===== config.mk =====
export PLATFORM = sky130hd
export DESIGN_NAME = dio_ref_regs
export DESIGN_NICKNAME = d
export VERILOG_FILES = /design/src/design/dio_ref_pkg.sv /design/src/design/dio_ref_regs.sv
export SDC_FILE = /design/constraint.sdc
export NUM_CORES = 1
export LEC_CHECK = 0
export BUFFER_PORTS_ARGS = -buffer_cell sky130_fd_sc_hd__buf_4
export CAP_MARGIN = 25
export CORE_AREA = 3 3 92 85
export CTS_BUF_LIST = sky130_fd_sc_hd__clkbuf_16
export CTS_CLUSTER_SIZE = 20
export DETAILED_ROUTE_END_ITERATION = 8
export DIE_AREA = 0 0 95 88
export GPL_ROUTABILITY_DRIVEN = 0
export SYNTH_ARGS = -nofsm -noshare
export SYNTH_HDL_FRONTEND = slang
export SYNTH_SLANG_ARGS = --single-unit

===== constraint.sdc =====
create_clock -name clk_sys -period 1.8 [get_ports clk_sys]
set_input_delay 0.36 -clock clk_sys [delete_from_list [all_inputs] [get_ports clk_sys]]
set_output_delay 0.36 -clock clk_sys [all_outputs]
set_load 0.005 [all_outputs]

===== src/design/dio_ref_pkg.sv =====
// shared constants and carrier types for the digital pin and reference configuration registers
//
// Contract
// [RULE_01] A pin set as input ignores host writes to its state bit; the bit follows the pin level only.
// [RULE_02] Reads of address 5 return the actual pin levels, not the internal output latch.
// [RULE_03] Writing conversion_start_busy as 1 starts a conversion on the second falling conversion clock edge after the write.
// [RULE_04] A read returns conversion_start_busy as 1 while a conversion is in progress, else 0.
// [RULE_05] A pin_output_enable bit at 1 makes its pin an output, at 0 an input.
// [RULE_06] The host writes zeros to reserved bits 7 and 6 of the reference/oscillator register.
// [RULE_07] reference_clock_select at 1 clocks the reference from the internal oscillator, at 0 from the divided conversion clock.
// [RULE_08] internal_clock_enable at 1 runs the oscillator and drives it out on the conversion clock pin; at 0 the pin is an input.
// [RULE_09] The oscillator also runs when reference_clock_select and vref_power_on are both 1 or the enable pin is high.
// [RULE_10] Reset clears internal_clock_enable and reference_clock_select.
// [RULE_11] vref_power_on powers the reference up at 1 and down at 0, reset value 0.
// [RULE_12] buffer_power_on powers the reference buffer up at 1 and down at 0, reset value 0.
// [RULE_13] bandgap_select at 1 selects the 1.15V reference and ignores two_volt_select.
// [RULE_14] With bandgap_select at 0, two_volt_select picks 2.5V at 0 and 2.048V at 1; both reset to 0.
// [RULE_15] A pin set as output is driven with the value last written into its state bit.
// [RULE_16] Bits 6 to 4 of address 5 and all reserved bits read as zero.
// [RULE_17] Reset makes every pin an input and clears conversion_start_busy.
package dio_ref_pkg;
    localparam logic [4:0] ADDR_PIN_STATE = 5'h05;
    localparam logic [4:0] ADDR_PIN_DIR = 5'h06;
    localparam logic [4:0] ADDR_REF_OSC = 5'h07;
    localparam int BIT_CONV_BUSY = 7;
    localparam int BIT_REF_CLK_SEL = 5;
    localparam int BIT_INT_CLK_EN = 4;
    localparam int BIT_VREF_ON = 3;
    localparam int BIT_BUF_ON = 2;
    localparam int BIT_TWO_VOLT = 1;
    localparam int BIT_BANDGAP = 0;
    localparam logic [3:0] RST_PIN_LATCH = 4'h0;
    localparam logic [3:0] RST_PIN_DIR = 4'h0;
    localparam logic [5:0] RST_REF_OSC = 6'h00;
    // conversion length in divided conversion clock periods (arbitrary plain default)
    localparam logic [4:0] CONV_CYCLES = 5'h10;
    // falling conversion clock edges from write to start
    localparam logic [1:0] START_EDGES = 2'h2;

    typedef enum logic [1:0] {
        VREF_2V5,
        VREF_2V048,
        VREF_1V15
    } vref_level_t;

    // register write/read request from the serial interface
    typedef struct packed {
        logic wrStb;
        logic rdStb;
        logic [4:0] addr;
        logic [7:0] wdata;
    } reg_req_t;

    // analog control outputs
    typedef struct packed {
        logic oscRun;
        logic refClkFromOsc;
        logic vrefOn;
        logic bufOn;
        vref_level_t vrefLevel;
    } ana_ctl_t;
endpackage : dio_ref_pkg


===== src/design/dio_ref_regs.sv =====
// register bank for digital pins, conversion start/busy and reference/oscillator setup
`timescale 1ns/10ps
`default_nettype none
module dio_ref_regs (
    input wire logic clk_sys,
    input wire logic rstn,
    input wire dio_ref_pkg::reg_req_t req,
    input wire logic [3:0] pinIn,
    input wire logic cclkIn,
    input wire logic [1:0] clockDivideSel,
    input wire logic oscEnablePin,
    output logic [7:0] rdata,
    output logic [3:0] pinOut,
    output logic [3:0] pinOe_n,
    output logic cclkOe_n,
    output logic convStart,
    output logic convBusy,
    output dio_ref_pkg::ana_ctl_t anaCtl
);
    import dio_ref_pkg::*;

    typedef enum logic [1:0] {
        CV_IDLE,
        CV_WAIT,
        CV_RUN
    } conv_state_t;

    typedef struct packed {
        logic [3:0] latch;
        logic [3:0] dir;
        logic [5:0] refOsc;
        conv_state_t cst;
        logic [1:0] edgeCnt;
        logic [4:0] runCnt;
        logic [2:0] divCnt;
        logic cclkPrev;
        logic [7:0] rdata;
        logic [3:0] pinOut;
        logic [3:0] pinOe_n;
        logic cclkOe_n;
        logic convStart;
        logic convBusy;
        ana_ctl_t ana;
    } state_t;

    state_t st_ff;
    state_t nxt_st;
    logic cclkFall;
    logic divTick;

    // divider ratio is 1, 2, 4 or 8 falling edges of the conversion clock
    function automatic logic [2:0] divMask(input logic [1:0] sel);
        unique case (sel)
            2'h0: divMask = 3'h0;
            2'h1: divMask = 3'h1;
            2'h2: divMask = 3'h3;
            2'h3: divMask = 3'h7;
        endcase
    endfunction : divMask

    assign cclkFall = st_ff.cclkPrev && !cclkIn;
    assign divTick = cclkFall && ((st_ff.divCnt & divMask(clockDivideSel)) == divMask(clockDivideSel));

    // ----------------------------------------------------------------
    // next-state logic
    // ----------------------------------------------------------------
    always_comb begin
        nxt_st = st_ff;
        nxt_st.cclkPrev = cclkIn;
        nxt_st.convStart = 1'b0;
        if (cclkFall) begin
            nxt_st.divCnt = 3'(st_ff.divCnt + 3'h1);
        end
        // register writes; reserved bits dropped so they always read zero
        if (req.wrStb) begin
            unique case (req.addr)
                ADDR_PIN_STATE: begin
                    // [RULE_01] [RULE_15] latch holds host value; input pins ignore it
                    nxt_st.latch = req.wdata[3:0];
                end
                ADDR_PIN_DIR: nxt_st.dir = req.wdata[3:0];
                // [RULE_06] host writes zeros to bits 7:6, ignored anyway
                ADDR_REF_OSC: nxt_st.refOsc = req.wdata[5:0];
                default: ;
            endcase
        end
        // conversion sequencer: start counted on raw falling edges, run on divided clock
        unique case (st_ff.cst)
            CV_IDLE: begin
                // [RULE_03] start request arms the edge counter
                if (req.wrStb && req.addr == ADDR_PIN_STATE && req.wdata[BIT_CONV_BUSY]) begin
                    nxt_st.cst = CV_WAIT;
                    nxt_st.edgeCnt = 2'h0;
                end
            end
            CV_WAIT: begin
                if (cclkFall) begin
                    nxt_st.edgeCnt = 2'(st_ff.edgeCnt + 2'h1);
                    // [RULE_03] second falling edge starts conversion
                    if (2'(st_ff.edgeCnt + 2'h1) == START_EDGES) begin
                        nxt_st.cst = CV_RUN;
                        nxt_st.runCnt = 5'h00;
                        nxt_st.convStart = 1'b1;
                    end
                end
            end
            CV_RUN: begin
                if (divTick) begin
                    nxt_st.runCnt = 5'(st_ff.runCnt + 5'h01);
                    if (5'(st_ff.runCnt + 5'h01) == CONV_CYCLES) begin
                        nxt_st.cst = CV_IDLE;
                    end
                end
            end
            default: nxt_st.cst = CV_IDLE;
        endcase
        // [RULE_04] busy level kept in a flop so the output is glitch free
        nxt_st.convBusy = nxt_st.cst == CV_RUN;
        // [RULE_05] [RULE_15] direction drives enables, active low
        nxt_st.pinOe_n = ~nxt_st.dir;
        nxt_st.pinOut = nxt_st.latch;
        // [RULE_08] oscillator drives conversion clock pin only when enabled
        nxt_st.cclkOe_n = !nxt_st.refOsc[BIT_INT_CLK_EN];
        // [RULE_09] oscillator runs on enable bit, select with ref power, or pin
        nxt_st.ana.oscRun = nxt_st.refOsc[BIT_INT_CLK_EN] || oscEnablePin
            || (nxt_st.refOsc[BIT_REF_CLK_SEL] && nxt_st.refOsc[BIT_VREF_ON]);
        // [RULE_07] reference clock source
        nxt_st.ana.refClkFromOsc = nxt_st.refOsc[BIT_REF_CLK_SEL];
        // [RULE_11] [RULE_12] power controls
        nxt_st.ana.vrefOn = nxt_st.refOsc[BIT_VREF_ON];
        nxt_st.ana.bufOn = nxt_st.refOsc[BIT_BUF_ON];
        // [RULE_13] [RULE_14] bandgap overrides two-volt select
        if (nxt_st.refOsc[BIT_BANDGAP]) begin
            nxt_st.ana.vrefLevel = VREF_1V15;
        end else if (nxt_st.refOsc[BIT_TWO_VOLT]) begin
            nxt_st.ana.vrefLevel = VREF_2V048;
        end else begin
            nxt_st.ana.vrefLevel = VREF_2V5;
        end
        // read data sampled on the read strobe, held until the next one
        if (req.rdStb) begin
            unique case (req.addr)
                // [RULE_02] [RULE_04] [RULE_16] pin levels and live busy, bits 6:4 zero
                ADDR_PIN_STATE: nxt_st.rdata = {st_ff.cst != CV_IDLE, 3'h0, pinIn};
                ADDR_PIN_DIR: nxt_st.rdata = {4'h0, st_ff.dir};
                ADDR_REF_OSC: nxt_st.rdata = {2'h0, st_ff.refOsc};
                default: nxt_st.rdata = 8'h00;
            endcase
        end
    end

    // ----------------------------------------------------------------
    // state register
    // ----------------------------------------------------------------
    always_ff @(posedge clk_sys) begin
        if (!rstn) begin
            // [RULE_10] [RULE_17] all pins input, idle, clocks and reference off
            st_ff <= '0;
            st_ff.latch <= RST_PIN_LATCH;
            st_ff.dir <= RST_PIN_DIR;
            st_ff.refOsc <= RST_REF_OSC;
            st_ff.cst <= CV_IDLE;
            st_ff.pinOe_n <= 4'hF;
            st_ff.cclkOe_n <= 1'b1;
            st_ff.ana.vrefLevel <= VREF_2V5;
        end else begin
            st_ff <= nxt_st;
        end
    end

    assign rdata = st_ff.rdata;
    assign pinOut = st_ff.pinOut;
    assign pinOe_n = st_ff.pinOe_n;
    assign cclkOe_n = st_ff.cclkOe_n;
    assign convStart = st_ff.convStart;
    assign convBusy = st_ff.convBusy;
    assign anaCtl = st_ff.ana;

    // ----------------------------------------------------------------
    // assertions
    // ----------------------------------------------------------------
    a_input_pin_ignored: assert property (@(posedge clk_sys) disable iff (!rstn) // RULE_01
        req.rdStb && req.addr == ADDR_PIN_STATE
        |=> ((rdata[3:0] ^ $past(pinIn)) & $past(pinOe_n)) == 4'h0)
        else $error("input pin read not from pin");
    a_read_reserved_zero: assert property (@(posedge clk_sys) disable iff (!rstn) // RULE_16
        $past(req.rdStb) && $past(req.addr) == ADDR_PIN_STATE |-> rdata[6:4] == 3'h0)
        else $error("reserved pin state bits not zero");
    a_start_after_two: assert property (@(posedge clk_sys) disable iff (!rstn) // RULE_03
        convStart |-> $past(st_ff.cst) == CV_WAIT && $past(st_ff.edgeCnt) == 2'h1)
        else $error("conversion started on wrong edge");
    a_busy_read_live: assert property (@(posedge clk_sys) disable iff (!rstn) // RULE_04
        req.rdStb && req.addr == ADDR_PIN_STATE && st_ff.cst == CV_IDLE |=> !rdata[7])
        else $error("busy read while idle");
    a_dir_sets_oe: assert property (@(posedge clk_sys) disable iff (!rstn) // RULE_05
        req.wrStb && req.addr == ADDR_PIN_DIR |=> pinOe_n == ~$past(req.wdata[3:0]))
        else $error("direction write not applied");
    a_out_follows_latch: assert property (@(posedge clk_sys) disable iff (!rstn) // RULE_15
        req.wrStb && req.addr == ADDR_PIN_STATE |=> pinOut == $past(req.wdata[3:0]))
        else $error("output latch not driven");
    a_osc_pin_drive: assert property (@(posedge clk_sys) disable iff (!rstn) // RULE_08
        cclkOe_n == !st_ff.refOsc[BIT_INT_CLK_EN] && (cclkOe_n || anaCtl.oscRun))
        else $error("oscillator pin drive mismatch");
    a_osc_auto_on: assert property (@(posedge clk_sys) disable iff (!rstn) // RULE_09
        oscEnablePin |=> anaCtl.oscRun)
        else $error("oscillator not on with enable pin");
    a_bandgap_wins: assert property (@(posedge clk_sys) disable iff (!rstn) // RULE_13
        st_ff.refOsc[BIT_BANDGAP] |-> anaCtl.vrefLevel == VREF_1V15)
        else $error("bandgap not selected");
    a_reset_defaults: assert property (@(posedge clk_sys) // RULE_17
        $past(!rstn) |-> pinOe_n == 4'hF && !convBusy && anaCtl.vrefLevel == VREF_2V5)
        else $error("reset defaults wrong");
    a_busy_read_set: assert property (@(posedge clk_sys) disable iff (!rstn) // RULE_04
        req.rdStb && req.addr == ADDR_PIN_STATE && st_ff.cst != CV_IDLE |=> rdata[7])
        else $error("busy not read while converting");
    a_busy_from_start: assert property (@(posedge clk_sys) disable iff (!rstn) // RULE_04
        convStart |-> convBusy)
        else $error("busy low on conversion start");
    a_dir_read_zero: assert property (@(posedge clk_sys) disable iff (!rstn) // RULE_16
        req.rdStb && req.addr == ADDR_PIN_DIR |=> rdata[7:4] == 4'h0)
        else $error("direction reserved bits not zero");
endmodule : dio_ref_regs
`default_nettype wire


==> impl_metrics.toml <==
[critical_path]
r2r_slack_ns = 0.14
r2r_cells = 6
slowest_stage = "a2111oi_0"
path_max_fanout = 3
worstReg2RegStart = "st_ff[29]"
crit_arrival_ns = 1.80
end_kind = "register"
r2r-end = "convBusy"
worstSetupPathType = "reg -> reg"
crit_path_start_kind = "register"
cp_slowest_stage_delay_ns = 0.43
cp.buffers_inverters = 1
required_ns = 1.95
crit_chain = "ha_1 > and4b_1 > o21ai_0 > a2111oi_0 > buf_4 > o22ai_1"
path_delay_family = "compound AO/OA/AOI/OAI gates"

[floorplan]
die_area_um2 = 8360
core_area_um2 = 7000
fp.dieW_um = 95
num_rows = 29
die_y_um = 88
start_util_pct = 29.4
io_pins = 50

[sta]
period_needed_ns = 1.66
hold_ws_ns = 0.293
tns_ns = 0
skew_ns = 0.00365
finalCritPeriodShare_pct = 91.9
rsz0062_at_grt = "false"
slew_viol_final = 0
hold_violations = 0
max_freq_mhz = 604
finalSetupViolations = 0

[clocking]
postCtsHoldBufs = 0
post_cts_buffers = 0
numCtsBuffers = 5
clk-insertion-delay-late_ns = 0.28
ctsResizeCount = 0
clk_path_buf_depth = 2
clock_sinks = 43
ctsHtreeMaxLevel = 2
root_buffer = "clkbuf_16"
cts_tree = "built"
cts.clk_slew.worst_paths_ns = 0.06

[layout]
regArea_um2 = 861
diodes = 0
syn_to_final_growth_pct = 23.7
final_common_cell = "buf_4"
finalInstanceArea_um2 = 2550
final.fill_count = 721
fin_nets = 293
mostFrequentLayoutCells = "buf_4, dfxtp_1, nand2_1"
multi_input_area_um2 = 958
drive_above_1_share_pct = 28.2

[route]
wl_um = 4570
drt-vias-per-instance = 4.51
drtPass1Iterations = 4
vias = 1618
drc = 0
drtAntennaViolNets = 0
post_drt_wl_per_cell_um = 12.7
drt-initial-drc-count = 92

[logic_synthesis]
ys_seq_area_share_pct = 41.8
syn_area_per_cell_um2 = 8.99
ys_types = 47
syn_inst = 229
syn_area_um2 = 2060
synth-edff-count = 0
ys.flop_type = "dfxtp_1"
yosys_warnings = 0
ys_ff_latch = 43
syn-num-nets = 257
async_flop_share_pct = 0

[worst_hold_path]
worstHoldPathCells = 2
hold_path.class = "in -> reg"
worstHoldEndpoint = "anaCtl[5]"
min_from = "oscEnablePin"

[outcome]
status = "completed"

[power]
p_leak_nw = 1.01
powerDensity_nw_per_um2 = 762
peakVddDrop_v = 0.000394

[grt]
grt_pass1_wl_um = 7340
track_usage_pct = 11.4
grt-ovfl-total = 0
grt_pass1_vias = 1587
antenna_found_initial = 0
grt_max_degree = 18

[flow_run]
cap_violations = 0

[placed_design]
io_buffers = 47
placed_cell_area_um2 = 2410
hpwl_um = 3490
final cells by class:
class | count | area share [%]
multi-input combinational | 149 | 37.6
sequential | 43 | 33.8
timing repair buffer | 60 | 17.7
clock buffer | 5 | 4.91
tap | 93 | 4.57
inverter | 6 | 0.885
clock inverter | 3 | 0.491
per-layer routing:
metal / GRT usage [%] / wire [µm] / vias to the layer above
met4: 4.72 / 63 / 0
met1: 15.3 / 2270 / 725
met3: 3.61 / 284 / 5
met2: 17.1 / 1950 / 39
li1: - / - / 849
met5: 0 / 0 / -
sequential cells by signal, summed over array words and instances, names as in the netlist:
register,cells
st_ff,23
rdata,7
pinOe_n,4
pinOut,4
anaCtl,2
cclkOe_n,1
convBusy,1
convStart,1
power by group:
group / switching [mW] / internal (mW)
Sequential: 0.00543 / 0.959
Clock: 0.338 / 0.501
Combinational: 0.0668 / 0.0705
stage by stage:
step                util, %  instances  setup slack (ns)  power (mW)
global placement       34.4        351            0.0606        1.12
CTS                    36.4        359             0.119        1.97
finish                 36.4        359             0.145        1.94
detailed placement     34.4        351            0.0257        1.12
global route           36.4        359            0.0462        2.02
floorplan                 -        229             0.195        1.05
Yosys cell counts (2+ instances only):
master | instances | share of area (%)
a21oi_1 | 16 | 3.9
a22oi_1 | 4 | 1.5
a31oi_1 | 3 | 0.91
a32oi_1 | 2 | 0.85
buf_4 | 22 | 8.0
buf_6 | 2 | 1.1
clkbuf_1 | 4 | 0.73
dfxtp_1 | 43 | 42
ha_1 | 3 | 1.8
inv_1 | 5 | 0.91
mux2_2 | 5 | 2.7
mux2i_1 | 11 | 5.3
nand2_1 | 20 | 3.6
nand2b_1 | 9 | 2.7
nand3_1 | 7 | 1.7
nand3b_1 | 2 | 0.73
nor2_1 | 17 | 3.1
nor2b_1 | 7 | 2.1
nor3b_1 | 2 | 0.73
o211ai_1 | 6 | 2.2
o21a_1 | 2 | 0.73
o21ai_0 | 9 | 2.2
o22ai_1 | 2 | 0.61
or3_1 | 2 | 0.61
or3b_1 | 2 | 0.85
worst max-delay path by stage:
stage,startpoint,slack [ns],cells after the start,to
after floorplan,st_ff[29],0.19,5,convBusy
after global placement,clockDivideSel[1],0.06,5,st_ff[31]
after detailed placement,clockDivideSel[1],0.03,5,st_ff[31]
after CTS,st_ff[29],0.12,6,convBusy
after global routing,st_ff[29],0.05,6,st_ff[37]
final,st_ff[29],0.14,6,convBusy
kinds of logic after synthesis:
| group | count (synthesis) | share of synthesized area, % |
|---|---|---|
| adder cells (fa/ha/maj) | 3 | 1.82 |
| XOR/XNOR | 1 | 0.426 |
| multiplexers | 16 | 8.09 |
| AND/OR/NAND/NOR | 81 | 22.0 |
| buffers and inverters | 37 | 11.6 |
| AO/OA/AOI/OAI | 47 | 14.0 |
| flip-flops | 43 | 41.8 |
| other | 1 | 0.182 |
No activity file was read; power rests on OpenSTA's default activity.
